## src/logic/dag_pkg.sv

```systemverilog
package dag_pkg;

    // ----------------------------------------
    // Widths and sizes
    // ----------------------------------------
    localparam int ADDR_W = 24;
    localparam int NUM_TRIP = 4;
    localparam int SEL_W = 2;

    // ----------------------------------------
    // Modifier decode codes
    // ----------------------------------------
    // Linear code: every bit set.
    localparam logic [23:0] MOD_LINEAR = 24'hffffff;
    // Reverse-carry code: all zeros.
    localparam logic [23:0] MOD_REVERSE = 24'h000000;
    // Codes from 1 up to this value are single-buffer modulo (modulus = M + 1).
    localparam logic [23:0] MOD_MODULO_MAX = 24'h007fff;
    // Codes whose bits 15 and 14 match this pattern are multiple wrap-around modulo.
    localparam logic [23:0] MOD_MULTI_MASK = 24'h00c000;
    localparam logic [23:0] MOD_MULTI_TAG = 24'h008000;
    localparam logic [23:0] ADDR_ZERO = 24'h000000;
    localparam logic [23:0] ADDR_ONE = 24'h000001;

    // Arithmetic kinds applied to a pointer update.
    typedef enum logic [1:0] {
        DAG_LINEAR,
        DAG_MODULO,
        DAG_MULTI_WRAP,
        DAG_REVERSE
    } dag_mode_t;

    // Update request to one half.
    typedef struct packed {
        logic upd;
        logic [1:0] sel;
        logic use_offset;
        logic signed [23:0] imm;
    } dag_req_t;

    // Register write request to one half.
    typedef struct packed {
        logic wr;
        logic [1:0] kind;
        logic [1:0] sel;
        logic [23:0] data;
    } dag_wr_t;

    // Register kind codes for writes.
    localparam logic [1:0] KIND_PTR = 2'h0;
    localparam logic [1:0] KIND_OFS = 2'h1;
    localparam logic [1:0] KIND_MOD = 2'h2;

endpackage

```

## src/logic/dag_half.sv

```systemverilog
`timescale 1ns/10ps

// Address arithmetic for one memory space: four triplets and three adders.
module dag_half (
    input wire logic core_clk,
    input wire logic rst_n,
    input wire dag_pkg::dag_req_t req,
    input wire dag_pkg::dag_wr_t wr,
    output logic [23:0] addr,
    output logic [23:0] ptr_new,
    output dag_pkg::dag_mode_t mode
);

    // ----------------------------------------
    // Register triplets
    // ----------------------------------------
    logic [23:0] pointer_reg_q [dag_pkg::NUM_TRIP];
    logic [23:0] pointer_reg_d [dag_pkg::NUM_TRIP];
    logic [23:0] offset_reg_q [dag_pkg::NUM_TRIP];
    logic [23:0] offset_reg_d [dag_pkg::NUM_TRIP];
    logic [23:0] modifier_reg_q [dag_pkg::NUM_TRIP];
    logic [23:0] modifier_reg_d [dag_pkg::NUM_TRIP];
    logic [23:0] addr_q;
    logic [23:0] addr_d;

    logic [23:0] ptr;
    logic [23:0] ofs;
    logic [23:0] mod;
    logic [23:0] sum_ofs;
    logic [23:0] sum_mod;
    logic [23:0] sum_rev;
    logic [23:0] modulus;
    logic [23:0] base;
    logic [23:0] blk_mask;
    logic [23:0] ptr_rev;
    logic [23:0] ofs_rev;
    logic [23:0] rev_tmp;

    // Selected triplet.
    assign ptr = pointer_reg_q[req.sel];
    assign ofs = req.use_offset ? offset_reg_q[req.sel] : req.imm;
    assign mod = modifier_reg_q[req.sel];

    // ----------------------------------------
    // Modifier decode
    // ----------------------------------------
    // modifier picks mode
    always_comb
    begin
        if (mod == dag_pkg::MOD_LINEAR)
            mode = dag_pkg::DAG_LINEAR;
        else if (mod == dag_pkg::MOD_REVERSE)
            mode = dag_pkg::DAG_REVERSE;
        else if (mod <= dag_pkg::MOD_MODULO_MAX)
            mode = dag_pkg::DAG_MODULO;
        else if ((mod & dag_pkg::MOD_MULTI_MASK) == dag_pkg::MOD_MULTI_TAG)
            mode = dag_pkg::DAG_MULTI_WRAP;
        else
            mode = dag_pkg::DAG_LINEAR;
    end

    // ----------------------------------------
    // Adders
    // ----------------------------------------
    // offset adder
    assign sum_ofs = ptr + ofs;

    assign modulus = mod + dag_pkg::ADDR_ONE;

    // Block boundary mask covering the smallest power of two holding the modulus.
    always_comb
    begin
        blk_mask = mod;
        for (int i = 1; i < dag_pkg::ADDR_W; i = i * 2)
        begin
            blk_mask = blk_mask | (blk_mask >> i);
        end
    end
    assign base = ptr & ~blk_mask;

    always_comb
    begin
        if (sum_ofs >= base + modulus)
            sum_mod = sum_ofs - modulus;
        else if (sum_ofs < base)
            sum_mod = sum_ofs + modulus;
        else
            sum_mod = sum_ofs;
    end

    always_comb
    begin
        for (int b = 0; b < dag_pkg::ADDR_W; b++)
        begin
            ptr_rev[b] = ptr[dag_pkg::ADDR_W - 1 - b];
            ofs_rev[b] = ofs[dag_pkg::ADDR_W - 1 - b];
        end
        rev_tmp = ptr_rev + ofs_rev;
        for (int b = 0; b < dag_pkg::ADDR_W; b++)
        begin
            sum_rev[b] = rev_tmp[dag_pkg::ADDR_W - 1 - b];
        end
    end

    // ----------------------------------------
    // Result select and register update
    // ----------------------------------------
    // select adder result
    always_comb
    begin
        unique case (mode)
            dag_pkg::DAG_LINEAR: ptr_new = sum_ofs;
            dag_pkg::DAG_MODULO: ptr_new = sum_mod;
            dag_pkg::DAG_MULTI_WRAP: ptr_new = (sum_ofs & blk_mask) | base;
            dag_pkg::DAG_REVERSE: ptr_new = sum_rev;
        endcase
    end

    // Next values for the triplets; an update writes one pointer per cycle.
    // one update per cycle
    always_comb
    begin
        for (int t = 0; t < dag_pkg::NUM_TRIP; t++)
        begin
            pointer_reg_d[t] = pointer_reg_q[t];
            offset_reg_d[t] = offset_reg_q[t];
            modifier_reg_d[t] = modifier_reg_q[t];
        end
        if (wr.wr)
        begin
            unique case (wr.kind)
                dag_pkg::KIND_PTR: pointer_reg_d[wr.sel] = wr.data;
                dag_pkg::KIND_OFS: offset_reg_d[wr.sel] = wr.data;
                default: modifier_reg_d[wr.sel] = wr.data;
            endcase
        end
        if (req.upd && !(wr.wr && wr.kind == dag_pkg::KIND_PTR && wr.sel == req.sel))
            pointer_reg_d[req.sel] = ptr_new;
        addr_d = req.upd ? ptr : addr_q;
    end

    // Registers the triplets and the outgoing address.
    always_ff @(posedge core_clk or negedge rst_n)
    begin
        if (!rst_n)
        begin
            for (int t = 0; t < dag_pkg::NUM_TRIP; t++)
            begin
                pointer_reg_q[t] <= dag_pkg::ADDR_ZERO;
                offset_reg_q[t] <= dag_pkg::ADDR_ZERO;
                modifier_reg_q[t] <= dag_pkg::MOD_LINEAR;
            end
            addr_q <= dag_pkg::ADDR_ZERO;
        end
        else
        begin
            for (int t = 0; t < dag_pkg::NUM_TRIP; t++)
            begin
                pointer_reg_q[t] <= pointer_reg_d[t];
                offset_reg_q[t] <= offset_reg_d[t];
                modifier_reg_q[t] <= modifier_reg_d[t];
            end
            addr_q <= addr_d;
        end
    end

    assign addr = addr_q;

    // ----------------------------------------
    // Checks
    // ----------------------------------------
    // pointer written back
    upd_writeback_a: assert property (@(posedge core_clk) disable iff (!rst_n)
        (req.upd && !wr.wr) |=> pointer_reg_q[$past(req.sel)] == $past(ptr_new))
        else $error("pointer not updated");

    linear_sum_a: assert property (@(posedge core_clk) disable iff (!rst_n)
        (mode == dag_pkg::DAG_LINEAR) |-> ptr_new == ptr + ofs)
        else $error("linear result wrong");

    modulo_range_a: assert property (@(posedge core_clk) disable iff (!rst_n)
        (mode == dag_pkg::DAG_MODULO && ptr >= base && ptr < base + modulus
         && (ofs < modulus || -ofs <= modulus))
        |-> (ptr_new >= base && ptr_new < base + modulus))
        else $error("modulo result outside buffer");

    // reverse of one adds top bit
    reverse_step_a: assert property (@(posedge core_clk) disable iff (!rst_n)
        (mode == dag_pkg::DAG_REVERSE && ofs == 24'h800000 && !ptr[23])
        |-> ptr_new == (ptr | 24'h800000))
        else $error("reverse carry wrong");

endmodule

```

## src/logic/dag_top.sv

```systemverilog
`timescale 1ns/10ps

// Functional notes
// - Pointer updates use linear, modulo, multiple wrap-around or reverse-carry arithmetic.
// - The modifier paired with a pointer selects which arithmetic an update uses.
// - In modulo mode the same modifier value also gives the modulus.
// - Each pointer has its own modifier and every indirect mode works with any modifier.
// - Two halves with separate arithmetic produce 24-bit X and Y addresses each cycle.
// - Each half can update one of its pointers in a single cycle.
// - Each half holds four triplets of pointer, offset and modifier.
// - A 24-bit offset adder adds the offset to the pointer.
// - A modulo adder combines the offset sum with the modulo value for wrapping.
// - A reverse-carry adder runs beside the offset adder with carries flowing downward.
// - The decoded modifier picks which adder result is written back and output.
// - Address work runs alongside the rest of the core and adds no cycles.
module dag_top (
    input wire logic core_clk,
    input wire logic rst_n,
    input wire dag_pkg::dag_req_t x_req,
    input wire dag_pkg::dag_wr_t x_wr,
    input wire dag_pkg::dag_req_t y_req,
    input wire dag_pkg::dag_wr_t y_wr,
    output logic [23:0] x_addr,
    output logic [23:0] y_addr,
    output logic [23:0] x_ptr_new,
    output logic [23:0] y_ptr_new,
    output dag_pkg::dag_mode_t x_mode,
    output dag_pkg::dag_mode_t y_mode
);

    // ----------------------------------------
    // Two independent halves
    // ----------------------------------------
    // separate X and Y halves
    dag_half u_x (
        .core_clk(core_clk),
        .rst_n(rst_n),
        .req(x_req),
        .wr(x_wr),
        .addr(x_addr),
        .ptr_new(x_ptr_new),
        .mode(x_mode)
    );

    // Y-space half shares nothing with the X-space half.
    dag_half u_y (
        .core_clk(core_clk),
        .rst_n(rst_n),
        .req(y_req),
        .wr(y_wr),
        .addr(y_addr),
        .ptr_new(y_ptr_new),
        .mode(y_mode)
    );

    // ----------------------------------------
    // Checks
    // ----------------------------------------
    // address follows request
    x_addr_follow_a: assert property (@(posedge core_clk) disable iff (!rst_n)
        x_req.upd |=> x_addr == $past(u_x.ptr))
        else $error("x address not issued");

    y_addr_follow_a: assert property (@(posedge core_clk) disable iff (!rst_n)
        y_req.upd |=> y_addr == $past(u_y.ptr))
        else $error("y address not issued");

    x_addr_hold_a: assert property (@(posedge core_clk) disable iff (!rst_n)
        !x_req.upd |=> $stable(x_addr))
        else $error("x address moved while idle");

    lin_decode_a: assert property (@(posedge core_clk) disable iff (!rst_n)
        (u_x.mod == dag_pkg::MOD_LINEAR) |-> x_mode == dag_pkg::DAG_LINEAR)
        else $error("linear decode wrong");

endmodule

```

## config.mk

```make
export PLATFORM = sky130hd
export DESIGN_NAME = dag_top
export DESIGN_NICKNAME = d
export VERILOG_FILES = /design/src/logic/dag_pkg.sv /design/src/logic/dag_half.sv /design/src/logic/dag_top.sv
export SDC_FILE = /design/constraint.sdc
export NUM_CORES = 2
export LEC_CHECK = 0
export BUFFER_PORTS_ARGS = -buffer_cell sky130_fd_sc_hd__buf_2
export CORE_MARGIN = 5
export CORE_UTILIZATION = 45
export DETAILED_ROUTE_END_ITERATION = 10
export GPL_TIMING_DRIVEN = 0
export PLACE_DENSITY_LB_ADDON = 0.3
export SLEW_MARGIN = 20
export SYNTH_ARGS = -nofsm -noshare
export SYNTH_HDL_FRONTEND = slang
export SYNTH_HIERARCHICAL = 1
export SYNTH_SLANG_ARGS = --single-unit
```

## constraint.sdc

```tcl
create_clock -name core_clk -period 16.9 [get_ports core_clk]
set_input_delay 1.69 -clock core_clk [delete_from_list [all_inputs] [get_ports core_clk]]
set_output_delay 1.69 -clock core_clk [all_outputs]
set_load 0.005 [all_outputs]
```

==> flow_summary.yaml <==
drt:
  detail_route.vias_per_cell: 6.238
  dr.pass1.iters: 8
  ant_nets: 0
  drc_errors: 0
  vias: 39150
  drt-initial-drc-count: 4233
  routed_wirelength_um: 157100
  routedWlPerCell_um: 25.03
layout:
  nNetsFinal: 5260
  syn2layout_area_growth_pct: 10.78
  layout-drive-gt1-share: 0.2655
  layout_commonest_cell: "mux2_2"
  final_util: 0.5007
  final_cell_mix: "mux2_2, dfrtp_1, a21oi_1"
  fillers: 9434
worst_hold_path:
  hold_start: "u_x/offset_reg_q[9]"
  min_to: "u_x/offset_reg_q[9]"
  holdPathStages: 1
  hp-class: "register to register"
setup_path:
  slowest_delay_ns: 1.01
  rr_endpoint: "u_x/pointer_reg_q[13]"
  cp-end-kind: "output pin"
  crit_slowest_cell: "o21ai_0"
  r2r_cells: 37
  path_common_cell: "o21ai_0"
  start_kind: "primary input"
  rrSetupSlack_ns: 6.99
  cp_max_fo: 10
  crit_type: "primary input to output pin"
  arrival_ns: 13.33
  rr_startpoint: "u_x/modifier_reg_q[91]"
  required_ns: 15.21
clock_tree:
  cts.clk_slew.worst_paths_ns: 0.06
  clk-insertion-delay-late_ns: 0.65
  cts_tree: "done"
  clock_path_buffers: 3
  postCtsHoldBufs: 0
  cts_resized: 0
  cts_sinks: 624
  post_cts_buffers: 0
  cts_max_level: 2
  ctsRootBufferMaster: "clkbuf_16"
  cts_buffers: 60
run_status:
  outcome: "finished clean"
sta:
  rsz0062_at_grt: "no"
  fin_tns_setup_ns: 0
  finalWorstSetupSlack_ns: 1.880
  hold_violations: 0
  max_freq_mhz: 66.58
  finalSetupViolCount: 0
  max_slew_margin: 0.1660
  maxSlewViolCount: 0
  skew_ns: 0.02309
  finalCriticalPeriod_ns: 15.02
  finalCritPeriodShare: 0.8888
  max_slew.worst_pin.slew_ns: 1.238
die:
  start_util: 0.4520
  die_x_um: 329.2
  die_h_um: 329.2
  rows: 117
  pin_count: 216
  die_area_um2: 108400
  core_area_um2: 101400
flow_run:
  max_cap_violations: 0
global_routing:
  grt_overflow: 0
  antenna_found_initial: 12
  grt_pass1_vias: 37530
  grt_max_degree: 101
  grt_pass1_wl_um: 234200
  grt_usage: 0.2803
synth:
  synthCells: 4577
  synth_edf_count: 0
  synth-seq-area-share: 0.3458
  synth_warnings: 6
  synth.cell_area_um2: 45850
  synth_top_flop_cell: "dfrtp_1"
  syn_area_per_cell_um2: 10.02
  synth_cell_types: 95
  synthArstFlopShare: 1.000
  ys_seq_elements: 624
  syn_nets: 4987
placed_design:
  gp_congestion: 0.9504
  io_buffers: 202
  dp_hpwl_um: 121400
  pre_cts_slack_ns: 1.889
[worst max path at each step]
stage | start | slack (ns) | cells after the start | end
finish | x_req[26] | 1.88 | 33 | x_ptr_new[13]
global route | x_req[25] | 1.16 | 33 | x_ptr_new[13]
CTS | x_req[25] | 1.84 | 33 | x_ptr_new[13]
detailed placement | x_req[25] | 1.89 | 33 | x_ptr_new[13]
global placement | rst_n | 1.06 | 1 | u_x/addr[16]
floorplan | x_req[25] | 5.91 | 32 | x_ptr_new[13]
[sequential cells by signal, indices dropped and copies added (netlist names)]
name                flops
u_y/addr               24
u_x/offset_reg_q       96
u_y/modifier_reg_q     96
u_x/modifier_reg_q     96
u_y/pointer_reg_q      96
u_y/offset_reg_q       96
u_x/addr               24
u_x/pointer_reg_q      96
[worst max-delay path, delay by kind of cell]
kind | cells | cell delay [ns]
buf+inv | 12 | 4.67
mux | 2 | 0.73
fa+ha+maj | 2 | 0.65
simple gates | 3 | 0.34
compound gates | 13 | 4.72
xor+xnor | 1 | 0.48
[area by class of cell]
type                    instances  area, µm²  area share
diodes                          7      17.52   0.0003448
plain buffers                 318       1266     0.02493
clock buffers                  81       1640     0.03229
clock inverters                32      341.6    0.006724
inverters                     220      825.8     0.01626
multi-input cells            3415      27930      0.5499
flip-flops and latches        624      15860      0.3121
well taps                    1368       1712     0.03369
repair buffers                211       1206     0.02374
[metrics by stage]
stage               instances  hold slack [ns]  area, µm²
detailed placement       6156           0.4897      48800
finish                   6276           0.5021      50800
CTS                      6269           0.5048      50780
floorplan                4577           0.4747      45850
global route             6273           0.5101      50790
global placement         6147           0.4820      48580
[kinds of logic (layout without fill, tap and decap cells)]
logic type / Yosys count / after routing / synth area share
XOR/XNOR: 176 / 176 / 0.03362
adder cells (fa/ha/maj): 294 / 294 / 0.08186
AND/OR/NAND/NOR: 1035 / 1035 / 0.1104
buffers and inverters: 538 / 862 / 0.04557
other: 0 / 7 / 0
flip-flops: 624 / 624 / 0.3458
AO/OA/AOI/OAI: 1149 / 1149 / 0.1615
multiplexers: 761 / 761 / 0.2212
[synth_stat cells (15+ instances only)]
cell type / count / share of area
a31oi_1: 36 / 0.0049
o21bai_1: 32 / 0.0052
o21a_1: 43 / 0.0070
a2111oi_0: 15 / 0.0029
nand4_1: 38 / 0.0052
a21o_1: 77 / 0.013
nand2b_1: 35 / 0.0048
nand3_1: 77 / 0.0084
nor4_1: 17 / 0.0023
o21ai_0: 210 / 0.023
dfstp_2: 192 / 0.11
and3_1: 26 / 0.0035
buf_1: 23 / 0.0019
or3_1: 21 / 0.0029
nor2b_1: 96 / 0.013
nor2_1: 266 / 0.022
a211o_1: 17 / 0.0032
nor3_1: 63 / 0.0069
a21oi_1: 326 / 0.036
mux4_2: 144 / 0.071
a221oi_1: 15 / 0.0029
xor2_1: 69 / 0.013
dfrtp_1: 432 / 0.24
and2_1: 25 / 0.0034
clkbuf_1: 273 / 0.022
mux2_2: 579 / 0.14
o22ai_1: 23 / 0.0031
o21ai_1: 57 / 0.0062
ha_1: 284 / 0.077
o211ai_1: 33 / 0.0054
xnor2_1: 107 / 0.020
a211oi_1: 108 / 0.018
o31ai_1: 20 / 0.0033
inv_1: 215 / 0.018
mux2i_1: 38 / 0.0083
nand2_1: 295 / 0.024
[routing by layer]
layer  global-route usage  part of all wire  vias up
met4               0.1006             0.040        4
met3              0.05061             0.091      326
li1                     -                 -    17370
met5                    0           0.00018        -
met2               0.4244              0.44     1819
met1               0.4048              0.43    19630
Power is not shown: default switching activity piles up to over one toggle a cycle in this logic, so the estimate is an artifact.
